==> src/design/aa_pkg.sv <==
package aa_pkg;
  // timing base
  localparam int CLK_HZ = 10_000_000;
  localparam int TICK_US = 100;
  localparam int TICK_CYC = TICK_US * (CLK_HZ / 1_000_000);
  localparam int SETTLE_US = 10;
  localparam int SETTLE_CYC = SETTLE_US * (CLK_HZ / 1_000_000);
  localparam int TICK_W = 10;
  localparam int SETTLE_W = 7;
  localparam logic [TICK_W-1:0] TICK_LAST = TICK_W'(TICK_CYC - 1);
  localparam logic [SETTLE_W-1:0] SETTLE_LAST = SETTLE_W'(SETTLE_CYC - 1);

  // widths and field positions
  localparam int NSLOT = 2;
  localparam int RES_W = 12;
  localparam int HI_W = 4;
  localparam int LO_W = 8;
  localparam int LO_POS = 0;
  localparam int HI_POS = 8;
  localparam int CHAN_W = 3;
  localparam int CUR_W = 2;
  localparam int RATE_W = 4;
  localparam int DLY_W = 8;

  // channel that gets the current source on one-shot conversions, values after reset
  localparam logic [CHAN_W-1:0] CH_CUR = 3'h0;
  localparam logic [RES_W-1:0] RST_RES = 12'h000;

  typedef enum logic [3:0] {
    AA_IDLE = 4'b0001,
    AA_WARM = 4'b0010,
    AA_START = 4'b0100,
    AA_WAIT = 4'b1000
  } aa_state_t;
endpackage : aa_pkg

==> src/design/aa_conv_if.sv <==
`timescale 1ns/1ps
// synchronised converter answer passed to the controller
interface aa_conv_if;
  logic done;
  logic [11:0] data;
  modport sync_side (output done, output data);
  modport ctrl_side (input done, input data);
endinterface : aa_conv_if

==> src/design/aa_sync.sv <==
`timescale 1ns/1ps
module aa_sync
  import aa_pkg::*;
(
  input wire logic clk_sys,
  input wire logic rst,
  input wire logic clk_en,
  input wire logic adc_done_pin,
  input wire logic [RES_W-1:0] adc_data_pin,
  aa_conv_if.sync_side conv
);
  typedef struct packed {
    logic d1;
    logic [RES_W-1:0] q1;
    logic d2;
    logic [RES_W-1:0] q2;
  } aa_sync_st_t;

  aa_sync_st_t s_reg;
  aa_sync_st_t s_next;

  // two stages; data is held stable by the converter before done rises
  always_comb begin
    s_next = s_reg;
    s_next.d1 = adc_done_pin;
    s_next.q1 = adc_data_pin;
    s_next.d2 = s_reg.d1;
    s_next.q2 = s_reg.q1;
  end

  always_ff @(posedge clk_sys or posedge rst) begin
    if (rst) begin
      s_reg <= '0;
    end else if (clk_en) begin
      s_reg <= s_next;
    end
  end

  assign conv.done = s_reg.d2;
  assign conv.data = s_reg.q2;
endmodule : aa_sync

==> src/design/aa_aux_adc_ctrl.sv <==
`timescale 1ns/1ps
module aa_aux_adc_ctrl
  import aa_pkg::*;
(
  input wire logic clk_sys,
  input wire logic rst,
  input wire logic clk_en,
  input wire logic oneshot_mode_enable,
  input wire logic [NSLOT-1:0][CHAN_W-1:0] oneshot_channel_select,
  input wire logic [NSLOT-1:0] oneshot_trigger,
  input wire logic adc_force_on,
  input wire logic [CUR_W-1:0] adc_current_source_cfg,
  input wire logic [NSLOT-1:0] oneshot_done_mask,
  input wire logic [NSLOT-1:0] oneshot_done_clear,
  input wire logic [NSLOT-1:0][CHAN_W-1:0] periodic_channel_select,
  input wire logic [RATE_W-1:0] periodic_rate_counter,
  input wire logic [NSLOT-1:0][HI_W-1:0] limit_high_bits,
  input wire logic [NSLOT-1:0][LO_W-1:0] limit_low_bits,
  input wire logic [NSLOT-1:0] limit_polarity,
  input wire logic [NSLOT-1:0] limit_shutdown_enable,
  input wire logic [NSLOT-1:0] periodic_enable,
  input wire logic [NSLOT-1:0] periodic_limit_mask,
  input wire logic [NSLOT-1:0] periodic_limit_clear,
  input wire logic [DLY_W-1:0] switch_off_delay,
  input wire logic adc_done_pin,
  input wire logic [RES_W-1:0] adc_data_pin,
  output logic adc_power_on,
  output logic adc_start,
  output logic [CHAN_W-1:0] adc_channel,
  output logic [CUR_W-1:0] adc_current_source,
  output logic [NSLOT-1:0][HI_W-1:0] oneshot_result_high,
  output logic [NSLOT-1:0][LO_W-1:0] oneshot_result_low,
  output logic [NSLOT-1:0][HI_W-1:0] periodic_result_high,
  output logic [NSLOT-1:0][LO_W-1:0] periodic_result_low,
  output logic [NSLOT-1:0] oneshot_done_event,
  output logic [NSLOT-1:0] periodic_limit_event,
  output logic irq,
  output logic switch_off_req
);
  typedef struct packed {
    aa_state_t st;
    logic [SETTLE_W-1:0] wcnt;
    logic [TICK_W-1:0] tcnt;
    logic tick;
    logic done_q;
    logic owner;
    logic kind;
    logic start;
    logic [CHAN_W-1:0] chan;
    logic [CUR_W-1:0] cur;
    logic [NSLOT-1:0] os_pend;
    logic [NSLOT-1:0] per_pend;
    logic [NSLOT-1:0] os_flag;
    logic [NSLOT-1:0] per_flag;
    logic [NSLOT-1:0] off;
    logic [NSLOT-1:0][RATE_W-1:0] rcnt;
    logic [NSLOT-1:0][DLY_W-1:0] dcnt;
    logic [NSLOT-1:0][RES_W-1:0] os_res;
    logic [NSLOT-1:0][RES_W-1:0] per_res;
  } aa_ctrl_st_t;

  aa_ctrl_st_t r_reg;
  aa_ctrl_st_t r_next;
  aa_conv_if conv ();

  // sticky flag: a new event wins over a clear in the same cycle
  function automatic logic aa_flag_upd(input logic flag, input logic clr,
                                       input logic set);
    aa_flag_upd = (flag & ~clr) | set;
  endfunction : aa_flag_upd

  // analog answer crosses in through two flip-flops
  aa_sync u_sync (
    .clk_sys(clk_sys),
    .rst(rst),
    .clk_en(clk_en),
    .adc_done_pin(adc_done_pin),
    .adc_data_pin(adc_data_pin),
    .conv(conv)
  );

  // next-state logic for the whole controller
  always_comb begin
    logic done_edge;
    logic [NSLOT-1:0] os_set;
    logic [NSLOT-1:0] per_set;
    logic [RES_W-1:0] thr;
    logic hit;
    logic pick_owner;
    logic pick_kind;
    logic [CHAN_W-1:0] pick_chan;
    done_edge = 1'b0;
    os_set = '0;
    per_set = '0;
    thr = RST_RES;
    hit = 1'b0;
    pick_owner = 1'b0;
    pick_kind = 1'b0;
    pick_chan = '0;
    r_next = r_reg;
    r_next.start = 1'b0;
    r_next.tick = 1'b0;

    // shared time base for rate and switch-off delay
    if (r_reg.tcnt == TICK_LAST) begin
      r_next.tcnt = '0;
      r_next.tick = 1'b1;
    end else begin
      r_next.tcnt = r_reg.tcnt + 1'b1;
    end

    done_edge = conv.done & ~r_reg.done_q;
    r_next.done_q = conv.done;

    for (int s = 0; s < NSLOT; s++) begin
      // trigger is a one-cycle request, latched until served
      if (oneshot_trigger[s] & oneshot_mode_enable) begin
        r_next.os_pend[s] = 1'b1;
      end
      // periodic timer: one conversion every rate+1 ticks
      if (!periodic_enable[s]) begin
        r_next.rcnt[s] = '0;
        r_next.per_pend[s] = 1'b0;
      end else if (r_reg.tick) begin
        if (r_reg.rcnt[s] == periodic_rate_counter) begin
          r_next.rcnt[s] = '0;
          r_next.per_pend[s] = 1'b1;
        end else begin
          r_next.rcnt[s] = r_reg.rcnt[s] + 1'b1;
        end
      end
    end

    // fixed priority: one-shots before periodic, slot zero first
    if (r_reg.os_pend[0]) begin
      pick_owner = 1'b0;
      pick_kind = 1'b0;
    end else if (r_reg.os_pend[1]) begin
      pick_owner = 1'b1;
      pick_kind = 1'b0;
    end else if (r_reg.per_pend[0]) begin
      pick_owner = 1'b0;
      pick_kind = 1'b1;
    end else begin
      pick_owner = 1'b1;
      pick_kind = 1'b1;
    end
    pick_chan = pick_kind ? periodic_channel_select[pick_owner]
                          : oneshot_channel_select[pick_owner];

    // conversion sequencer
    unique case (r_reg.st)
      AA_IDLE: begin
        if (|r_reg.os_pend || |r_reg.per_pend) begin
          r_next.owner = pick_owner;
          r_next.kind = pick_kind;
          r_next.chan = pick_chan;
          if (pick_kind) begin
            r_next.per_pend[pick_owner] = 1'b0;
            r_next.cur = '0;
          end else begin
            r_next.os_pend[pick_owner] = 1'b0;
            r_next.cur = (pick_chan == CH_CUR) ? adc_current_source_cfg
                                               : '0;
          end
          r_next.wcnt = '0;
          // forced-on converter skips the settle wait
          r_next.st = adc_force_on ? AA_START : AA_WARM;
        end
      end
      AA_WARM: begin
        if (r_reg.wcnt == SETTLE_LAST) begin
          r_next.st = AA_START;
        end else begin
          r_next.wcnt = r_reg.wcnt + 1'b1;
        end
      end
      AA_START: begin
        r_next.start = 1'b1;
        r_next.st = AA_WAIT;
      end
      AA_WAIT: begin
        if (done_edge) begin
          r_next.st = AA_IDLE;
          r_next.cur = '0;
          if (r_reg.kind) begin
            r_next.per_res[r_reg.owner] = conv.data;
            thr = {limit_high_bits[r_reg.owner],
                   limit_low_bits[r_reg.owner]};
            hit = limit_polarity[r_reg.owner] ? (conv.data < thr)
                                              : (conv.data > thr);
            per_set[r_reg.owner] = hit;
          end else begin
            r_next.os_res[r_reg.owner] = conv.data;
            os_set[r_reg.owner] = 1'b1;
          end
        end
      end
    endcase

    for (int s = 0; s < NSLOT; s++) begin
      r_next.os_flag[s] = aa_flag_upd(r_reg.os_flag[s],
                                      oneshot_done_clear[s],
                                      os_set[s]);
      r_next.per_flag[s] = aa_flag_upd(r_reg.per_flag[s],
                                       periodic_limit_clear[s],
                                       per_set[s]);
      // switch-off delay runs while the event stands
      if (!(r_reg.per_flag[s] & limit_shutdown_enable[s])) begin
        r_next.dcnt[s] = '0;
        r_next.off[s] = 1'b0;
      end else if (r_reg.tick && !r_reg.off[s]) begin
        if (r_reg.dcnt[s] == switch_off_delay) begin
          r_next.off[s] = 1'b1;
        end else begin
          r_next.dcnt[s] = r_reg.dcnt[s] + 1'b1;
        end
      end
    end
  end

  // state register, frozen while the clock enable is low
  always_ff @(posedge clk_sys or posedge rst) begin
    if (rst) begin
      r_reg <= '{st: AA_IDLE, default: '0};
    end else if (clk_en) begin
      r_reg <= r_next;
    end
  end

  // converter controls
  assign adc_power_on = adc_force_on | (r_reg.st != AA_IDLE);
  assign adc_start = r_reg.start;
  assign adc_channel = r_reg.chan;
  assign adc_current_source = r_reg.cur;

  // result fields and status
  for (genvar g = 0; g < NSLOT; g++) begin : g_res
    assign oneshot_result_high[g] = r_reg.os_res[g][HI_POS +: HI_W];
    assign oneshot_result_low[g] = r_reg.os_res[g][LO_POS +: LO_W];
    assign periodic_result_high[g] = r_reg.per_res[g][HI_POS +: HI_W];
    assign periodic_result_low[g] = r_reg.per_res[g][LO_POS +: LO_W];
  end

  assign oneshot_done_event = r_reg.os_flag;
  assign periodic_limit_event = r_reg.per_flag;
  // masked events onto the interrupt line
  assign irq = |(r_reg.os_flag & ~oneshot_done_mask)
             | |(r_reg.per_flag & ~periodic_limit_mask);
  assign switch_off_req = |r_reg.off;
endmodule : aa_aux_adc_ctrl

==> config.mk <==
export PLATFORM = sky130hd
export DESIGN_NAME = aa_aux_adc_ctrl
export DESIGN_NICKNAME = d
export VERILOG_FILES = /design/src/design/aa_pkg.sv /design/src/design/aa_conv_if.sv /design/src/design/aa_sync.sv /design/src/design/aa_aux_adc_ctrl.sv
export SDC_FILE = /design/constraint.sdc
export NUM_CORES = 1
export LEC_CHECK = 0
export BUFFER_PORTS_ARGS = -buffer_cell sky130_fd_sc_hd__buf_4
export CORE_ASPECT_RATIO = 1.75
export CORE_MARGIN = 3
export CORE_UTILIZATION = 50
export DETAILED_ROUTE_END_ITERATION = 6
export GPL_TIMING_DRIVEN = 0
export PLACE_DENSITY = 0.81
export RECOVER_POWER = 25
export SETUP_SLACK_MARGIN = 0.4
export SLEW_MARGIN = 15
export SYNTH_ARGS = -nofsm -noshare
export SYNTH_HDL_FRONTEND = slang
export SYNTH_SLANG_ARGS = --single-unit
==> constraint.sdc <==
create_clock -name clk_sys -period 4.15 [get_ports clk_sys]
set_input_delay 0.415 -clock clk_sys [delete_from_list [all_inputs] [get_ports clk_sys]]
set_output_delay 0.415 -clock clk_sys [all_outputs]
set_load 0.02 [all_outputs]
---- Word level (Yosys, flattened, before mapping) ----
Cells that the tools add are included.
storage, ports and cells
  logic and storage cells ................. 194
  output and inout bits ................... 61
  bits in registers ....................... 139
  input port bits ......................... 84
operators by class
  magnitude comparators ................... 6
  add/subtract/negate cells ............... 6
  multiplexer cells ....................... 75
  eq/ne operators ......................... 23
  reduce and logical (&&, ||, !) cells .... 27
  bitwise operators ....................... 29
operators with widths
  operator                                                                  count
  8-bit 2-to-1 mux                                                          8
  24-bit bitwise mux                                                        2
  4-bit 2-to-1 mux                                                          11
  1-bit 2-to-1 mux                                                          26
  2-bit 2-to-1 mux                                                          11
  4-bit AND reduction                                                       5
  3-bit 2-to-1 mux                                                          6
  8-bit by 1-bit adder with 8-bit output (second input constant)            2
  8-bit equality test                                                       2
  4-bit case mux with 4 select lines                                        1
  3-bit AND reduction                                                       5
  7-bit case mux with 2 select lines                                        1
  12-bit demux with 1-bit select                                            1
  12-bit > comparator                                                       1
  12-bit less-than comparator                                               1
  12-bit 2-to-1 mux                                                         1
  2-bit by 1-bit inequality test with 1-bit output (second input constant)  6
  2-bit inequality test (second input constant)                             6
  11-bit 2-to-1 mux                                                         1
  10-bit by 1-bit adder with 10-bit output (second input constant)          1
  2-bit AND                                                                 5
  10-bit equality test (second input constant)                              1
  10-bit 2-to-1 mux                                                         1
  2-bit OR reduction                                                        5
  25 further kinds                                                          56

---- Logic depth before layout (Yosys ltp) ----
Gate-level depths: netlist of the first run.
  word-level depth ........................ 12
  mapped depth ............................ 9
  mapped depth without buffers ............ 7

---- Modules after synthesis ----
From an unflattened synthesis of the first run, not the netlist that was laid out.
unflattened totals
  cell total of the unflattened synthesis .. 669
  area total of the unflattened synthesis .. 7576.0 µm²
modules (own cells, without submodules)
  module           instances  cells an instance  seq. area each (µm²)  area an instance (µm²)
  aa_aux_adc_ctrl  1          613                2829.0                6502.5
  aa_sync          1          56                 650.6                 1073.5

---- Worst setup path after synthesis of the first run ----
OpenSTA, ideal clock, no wires.
  path kind ............................... register -> register
  start ................................... register r_reg[89] (netlist bit)
  end ..................................... register r_reg, in the netlist periodic_limit_event[0]
  path slack .............................. 1.743 ns
  arrival ................................. 2.278 ns
  library setup time ...................... 0.129 ns
  clock period less this slack ............ 2.407 ns
  cell stages (with the launch flop) ...... 10
  required time ........................... 4.021 ns
  buffers on the path ..................... 2
  cells stage by stage .................... dfrtp_1 > clkbuf_1 > buf_1 > mux2i_1 > ha_1 > a21oi_1 > a21boi_0 > or2_2 > o211ai_1 > nand3_1
between the ends
  longest elaborated chain between the ends .. 9
  elaborated cells between the ends (all ways) .. 19
  classes of those cells .................. order compare (4); mux (12); bitwise (2); reduce/logical (1)
RTL lines
  item                                                                          RTL line                                        text
  from (decl)                                                                   aa_aux_adc_ctrl.sv:62                           aa_ctrl_st_t r_reg;
  from (signal assigned)                                                        aa_aux_adc_ctrl.sv:227                          r_reg <= r_next;
  8-bit 2-to-1 mux (implied by the code) (tied with other cells) (2 in series)  aa_aux_adc_ctrl.sv:189                          limit_low_bits[r_reg.owner]};
  12-bit > comparator (tied with other cells)                                   aa_aux_adc_ctrl.sv:191                          : (conv.data > thr);
  1-bit 2-to-1 mux / 1-bit demux with 1-bit select (equally long branches)      aa_aux_adc_ctrl.sv:190, aa_aux_adc_ctrl.sv:192
  2-bit AND (no line) (*)                                                       n/a
  2-bit 2-to-1 mux (*)                                                          aa_aux_adc_ctrl.sv:186                          if (r_reg.kind) begin
  2-bit 2-to-1 mux (*)                                                          aa_aux_adc_ctrl.sv:183                          if (done_edge) begin
  2-bit 2-to-1 mux (*)                                                          aa_aux_adc_ctrl.sv:152                          unique case (r_reg.st)
  1-bit bitwise OR (*)                                                          aa_aux_adc_ctrl.sv:69                           aa_flag_upd = (flag & ~clr) | set;
Every way passes the cells marked *; elsewhere a longest branch is shown, timed or not. The select of a mux whose other input is x is not followed.
A chain may end at the register's enable or synchronous reset.

==> impl_results.md, run 1 <==
* Gr ovfl total at 0
* Sequential share of power at 0.375
* Clk_lat worst skew at roughly 0.42 ns
* Clock Pin Slew Worst Setup and Hold Paths at 0.07 ns
* CP cell instances: dlygate4sd3_1 -> clkbuf_4 -> clkinvlp_2 -> clkbuf_1 -> clkbuf_2
* Nets at 939
* Yosys warning count at 0
* Max Cap Viol at 0
* Setup Skew at 0.01418 ns
* IO buf count at 144
* Post-synth top area share at 0.4725
* CP Buf/Inv Count at 5
* Dpl cells at 994
* Final WS setup at between 1 and 1.5 ns
* Switching power at between 1.5 and 2 mW
* Design area at 0.009230 mm²
* Critical path type: in -> async
* Wire length per cell at 17.12 µm
* Vias per inst at 5.550
* Core area at between 0.01 and 0.015 mm²
* Die Span Y at 165.9 µm
* Commonest cells post-synth: 138 x dfrtp_1, 75 x mux2_2, 60 x buf_4
* Leakage at between 4 and 5 nW
* Synth Flop Type: dfrtp_1
* Syn nets at 771
* Outcome: finished clean
* Post-layout min period at 3.037 ns
* Vias in the first global route at approximately 5900
* CP max-delay cell: clkbuf_1
* Width of the die at 97.39 µm
* Crit path largest cell delay at 1.12 ns
* Comb power frac at 0.311
* Pwr per Cell Area at 527.4 mW/mm²
* Rows at 57
* Most frequent cell after synthesis: dfrtp_1
* Max-slew headroom at 0.01779
* CTS tree: yes
* Crit-path max FO at 37
* Final Hold Vio Count at 0
* Pre-CTS setup slack at 1.268 ns
* Diode count at 0
* Max reg flops at 55
* Die Area at between 0.015 and 0.02 mm²
* Largest net degree at the start of global routing at 38
* Residual DRC at 0
* Synthesis-to-layout area growth at 26.30%
* Depth of the CTS H-tree at 4
* Inserted Clock Buffers at 17
* Synth unique cells at 61
* Top cell family by delay on the critical path: buffers and inverters
* Share of layout cells above drive strength 1 at 0.3906
* Total track usage at 0.2208
* Clock share of power at 0.314
* Io pins at approximately 150
* First-pass GRT wire length at 28970 µm
* Number of routed nets with antenna violations at 0
* Placed cell area at ~0.0087 mm²
* RSZ-0062 raised after global routing: no
* WL final at 17580 µm
* Post-DP HPWL at 13320 µm
* Post-synth ARST share at 1.000
* Initial antenna violation count at 0
* Synth Cell Area at 0.007308 mm²
* GPL Wtd Cong at 0.8325
* 1st-pass router iterations at 4
* Bufs on Longest Clock Path at 2
* VDD IR max at 0.4099 mV
* Setup TNS at 0 ns
* Root buf cell: clkbuf_16
* Synth area leader: dfrtp_1
* Sw frac at 0.3196
* Mapped Cells at 669
* Internal Power at 3.312 mW
* Tightest Pin Transition at 1.473 ns
* DRT iter0 DRCs at 181
* CP startpoint kind: input port
* WP data arrival at roughly 3.5 ns
* Non-Filler Instances at 1027
* Endpoints failing setup at 0
* Synthesized flop and latch total at 139
* Tcrit/Tclk final at 0.7319
* Slew Viols, Final at 0
* Initial Utilization at 0.5175
* Register area share after synthesis at 0.4761
* Tot Pwr at 4.868 mW
* Clk sink count at 139
* Fmax at 329.3 MHz
* Vias at 5700
* Hold Slack at 0.2321 ns
* CP required at 4.57 ns
* Most area-consuming cells after synthesis: dfrtp_1 47%, mux2_2 12%, buf_4 6.2%
* Worst Hold Class: in -> reg
* Number of gates resized after CTS at 0
* Post-synth EDFFs at 0
* Util after Layout at 0.6536
* Critical path capture point type: asynchronous set/reset pin
* Avg Synthesized Cell Area at 10.92 µm²
cell usage in the layout, fill, tap and decap left out, types with 6 or more instances in the layout:
| master | synthesis | final |
|---|---|---|
| nor2b_1 | 6 | 6 |
| nor3_1 | 12 | 12 |
| nand3_1 | 16 | 16 |
| nand4_1 | 17 | 17 |
| nand2_1 | 41 | 41 |
| o21ai_0 | 38 | 38 |
| ha_1 | 18 | 18 |
| xnor2_1 | 22 | 22 |
| buf_4 | 60 | 203 |
| dfrtp_1 | 138 | 138 |
| or3_1 | 9 | 9 |
| clkbuf_16 | 0 | 17 |
| nand2b_1 | 7 | 7 |
| o211ai_1 | 6 | 6 |
| nor4_1 | 6 | 6 |
| o31ai_1 | 10 | 10 |
| mux2i_1 | 19 | 19 |
| xor2_1 | 14 | 14 |
| inv_1 | 17 | 16 |
| a21oi_1 | 23 | 23 |
| mux2_2 | 75 | 75 |
| clkbuf_1 | 12 | 14 |
| nor2_1 | 31 | 31 |
power by group through the flow:
stage / clock [mW] / sequential [mW] / combinational, mW
after CTS: 1.55 / 1.83 / 1.54
after global routing: 1.61 / 1.87 / 1.64
after floorplan: 0 / 1.79 / 1.05
after detailed placement: 0 / 1.85 / 1.53
after global placement: 0 / 1.84 / 1.48
final: 1.53 / 1.82 / 1.51
per-layer routing:
metal | vias to the layer above | GRT usage | routed length, µm
met5 | - | 0 | 0
met4 | 0 | 0.08258 | 399
met3 | 28 | 0.04960 | 876
met2 | 178 | 0.4063 | 9561
met1 | 2796 | 0.2449 | 6745
li1 | 2698 | - | -
cell families (layout without fill, tap and decap cells):
group / after synthesis / after routing / synth area share
and+or+nand+nor: 181 / 181 / 0.1354
xor gates and xnor gates: 36 / 36 / 0.04314
buffers and inverters: 93 / 274 / 0.07875
adders and majority gates: 18 / 18 / 0.03082
muxes: 94 / 94 / 0.1416
DFF: 139 / 139 / 0.4761
AOI/OAI and AO/OA: 108 / 108 / 0.09416
layout make-up:
cell class | instances | area (µm²)
clock buffers | 18 | 429.2
flip-flops and latches | 139 | 3480
clock inverters | 14 | 160.2
fillers | 1147 | 4891
plain buffers | 75 | 508.0
well taps | 177 | 221.5
multi-input cells | 437 | 3253
repair buffers | 149 | 1110
inverters | 18 | 68.82
what timing repair did:
item	CTS	global route
hold buffers	1	0
buffers inserted	0	0
hold endpoints to repair	12	0
final timing paths:
check                      slack [ns]                                  end                          from  cells past startpoint
min                              0.23        u_sync.s_next[11]$_DFFE_PP0P_              adc_data_pin[11]                      2
min in group asynchronous        0.57    oneshot_result_low[1]$_DFFE_PP0P_                           rst                      3
min reg2reg                      0.48      u_sync.conv.data[0]$_DFFE_PP0P_  u_sync.s_next[0]$_DFFE_PP0P_                      2
max in group clk_sys             1.23  periodic_limit_event[0]$_DFFE_PP0P_         r_reg[89]$_DFFE_PP0P_                      9
max                              1.11   periodic_result_low[8]$_DFFE_PP0P_                           rst                      5
max reg2reg                      1.23  periodic_limit_event[0]$_DFFE_PP0P_         r_reg[89]$_DFFE_PP0P_                      9
(Power assumes the default switching activity.)
==> run 2, diff against run 1 <==
- clock period: 4.15 -> 2.6 ns (I/O delays scaled with it)
==> run 2 against run 1 <==
Net effect:
- sequential power up 62%
- final area up 1.7%
- cell count up 0.78%
- clock skew down 0.0029 ns
- via count down 0.26%
- global-route usage up 0.50 points
- critical endpoint is now r_reg[107]$_DFFE_PP0P_
==> impl_results.md, run 2 (synthesis results as in run 1) <==
* Crit path depth at 6
* CTS tree: yes
* Slew Viols, Final at 0
* WP data arrival at between 2 and 3 ns
* Endpoints failing setup at 0
* Placed cell area at 0.008698 mm²
* Critical path type: reg -> reg
* First-pass GRT wire length at 29580 µm
* Post-DP HPWL at 13650 µm
* Share of layout cells above drive strength 1 at 0.4114
* Clk sink count at about 140
* Hold Crit Start: adc_data_pin[2]
* Crit-path max FO at 9
* Gr ovfl total at 0
* Synthesis-to-layout area growth at 28.40%
* Largest net degree at the start of global routing at 37
* Util after Layout at 0.6645
* WL final at 17960 µm
* Outcome: finished clean
* Root buf cell: clkbuf_16
* Crit path largest cell delay at 0.54 ns
* Top cell family by delay on the critical path: simple AND/OR/NAND/NOR gates
* Commonest non-fill, non-tap cell in the layout: buf_4
* Number of routed nets with antenna violations at 0
* Initial Utilization at 0.5175
* Vias in the first global route at about 6100
* Critical path capture point type: flop
* DR WL met2 at between 9000 and 10000 µm
* Leakage at approximately 4.5 nW
* Crit. Startpoint: r_reg[111]$_DFFE_PP0P_
* Clk_lat worst skew at 0.42 ns
* Setup Skew at 0.01124 ns
* Rows at 57
* Most frequent cells in the layout: 210 x buf_4, 138 x dfrtp_1, 75 x mux2_2
* Initial antenna violation count at 0
* Pwr per Cell Area at 824.1 mW/mm²
* DRT iter0 DRCs at 177
* Bufs on Longest Clock Path at 2
* Top layer used by detailed routing: met4
* Worst Hold Class: in -> reg
* Die Area at 0.01616 mm²
* Worst flop-to-flop path startpoint: r_reg[111]$_DFFE_PP0P_
* Max-slew headroom at 0.4220
* Tightest Pin Transition at 0.8670 ns
* Nets at 947
* IO buf count at 144
* Fmax at approximately 460 MHz
* Diode count at 0
* 1st-pass router iterations at 4
* Min-Delay Path Depth at 2
* Vias at 5685
* CP required at 2.94 ns
* Core area at 0.01412 mm²
* Io pins at 145
* CP startpoint kind: flop
* Depth of the CTS H-tree at 4
* GPL Wtd Cong at 0.8461
* Tcrit/Tclk final at 0.8367
* Wire length per cell at around 17 µm
* RSZ-0062 raised after global routing: yes
* Met3 wire length at 930 µm
* Final Hold Vio Count at 0
* VDD IR max at approximately 0.66 mV
* Width of the die at 97.39 µm
* Post-layout min period at 2.175 ns
* Reg2Reg Depth at 6
* Design area at 0.009384 mm²
* Residual DRC at 0
* Total track usage at 0.2258
* Inserted Clock Buffers at 17
* Clock Pin Slew Worst Setup and Hold Paths at 0.07 ns
* Die Span Y at around 170 µm
* Max Cap Viol at 0
* Setup TNS at 0 ns
* CP cell instances: buf_4 -> or4b_4 -> a31oi_4 -> o21ai_4 -> or4_1 -> a21oi_1
* Max reg flops at 55
* Vias per inst at roughly 5.5
* Met1 wire length at around 6700 µm
* CP Buf/Inv Count at 1
* CP max-delay cell: or4b_4
* Fill count at 1108
run 2: cell count changes in the layout (fill, tap and decap cells not counted), sizes merged:
cell	before	now
buf	206	219
clkbuf	35	30
bufinv	2	0
clkinv	4	6
run 2: layout make-up:
| class | count | area (µm²) | share of cell area |
|---|---|---|---|
| buffer | 75 | 561.8 | 0.05987 |
| inverter | 18 | 68.82 | 0.007333 |
| clock inverter | 14 | 111.4 | 0.01187 |
| sequential | 139 | 3480 | 0.3708 |
| timing repair buffer | 157 | 1201 | 0.1280 |
| tap | 177 | 221.5 | 0.02360 |
| multi-input combinational | 437 | 3311 | 0.3528 |
| clock buffer | 18 | 429.2 | 0.04573 |
run 2: path summary, 6_finish.rpt:
check                                                         end  slack [ns]
worst max-delay path                       r_reg[107]$_DFFE_PP0P_        0.42
worst min-delay path                 u_sync.s_next[2]$_DFFE_PP0P_        0.07
worst max register to register             r_reg[107]$_DFFE_PP0P_        0.42
worst min register to register  adc_current_source[0]$_DFFE_PP0P_        0.49
max in group asynchronous                   r_reg[68]$_DFFE_PP0P_        0.59
min in group asynchronous         u_sync.conv.data[1]$_DFFE_PP0P_        0.46
run 2: worst reg2reg max path: stages, from the launching register on:
cell and delay [ns]:
dfrtp_1 0.37, buf_4 0.17, or4b_4 0.54, a31oi_4 0.24
o21ai_4 0.13, or4_1 0.51, a21oi_1 0.15
run 2: repair_timing:
action | 4_1_cts | 5_1_grt
endpoints found under the hold margin | 14 | 0
pin swaps | 3 | 7
hold buffers | 1 | 0
setup buffers | 5 | 3
setup endpoints to repair | 44 | 45
resized for setup | 19 | 11
run 2: power by group:
group / total (mW) / internal [mW] / leakage [nW] / switching [mW]
Sequential: 2.94 / 2.59 / 1.83 / 0.348
Combinational: 2.56 / 1.37 / 2.45 / 1.19
Clock: 2.24 / 1.24 / 0.258 / 1.00
Total: 7.73 / 5.19 / 4.53 / 2.54
run 2: metal layers:
| layer | track usage | vias up |
|---|---|---|
| met4 | 0.08258 | 0 |
| met1 | 0.2502 | 2759 |
| met3 | 0.04456 | 28 |
| met2 | 0.4213 | 188 |
| met5 | 0 | - |
| li1 | - | 2710 |
run 2: through the flow:
step / total power, mW / hold WS (ns) / worst slack (ns) / std cells
2_1_floorplan: 4.536 / 0.3942 / 0.4694 / 669
3_3_place_gp: 5.303 / 0.4620 / -0.2974 / 990
3_5_place_dp: 5.411 / 0.2828 / 0.1002 / 994
4_1_cts: 7.751 / 0.05628 / 0.3918 / 1032
5_1_grt: 8.131 / 0.06571 / 0.3047 / 1035
6_report: 7.733 / 0.07302 / 0.4247 / 1035
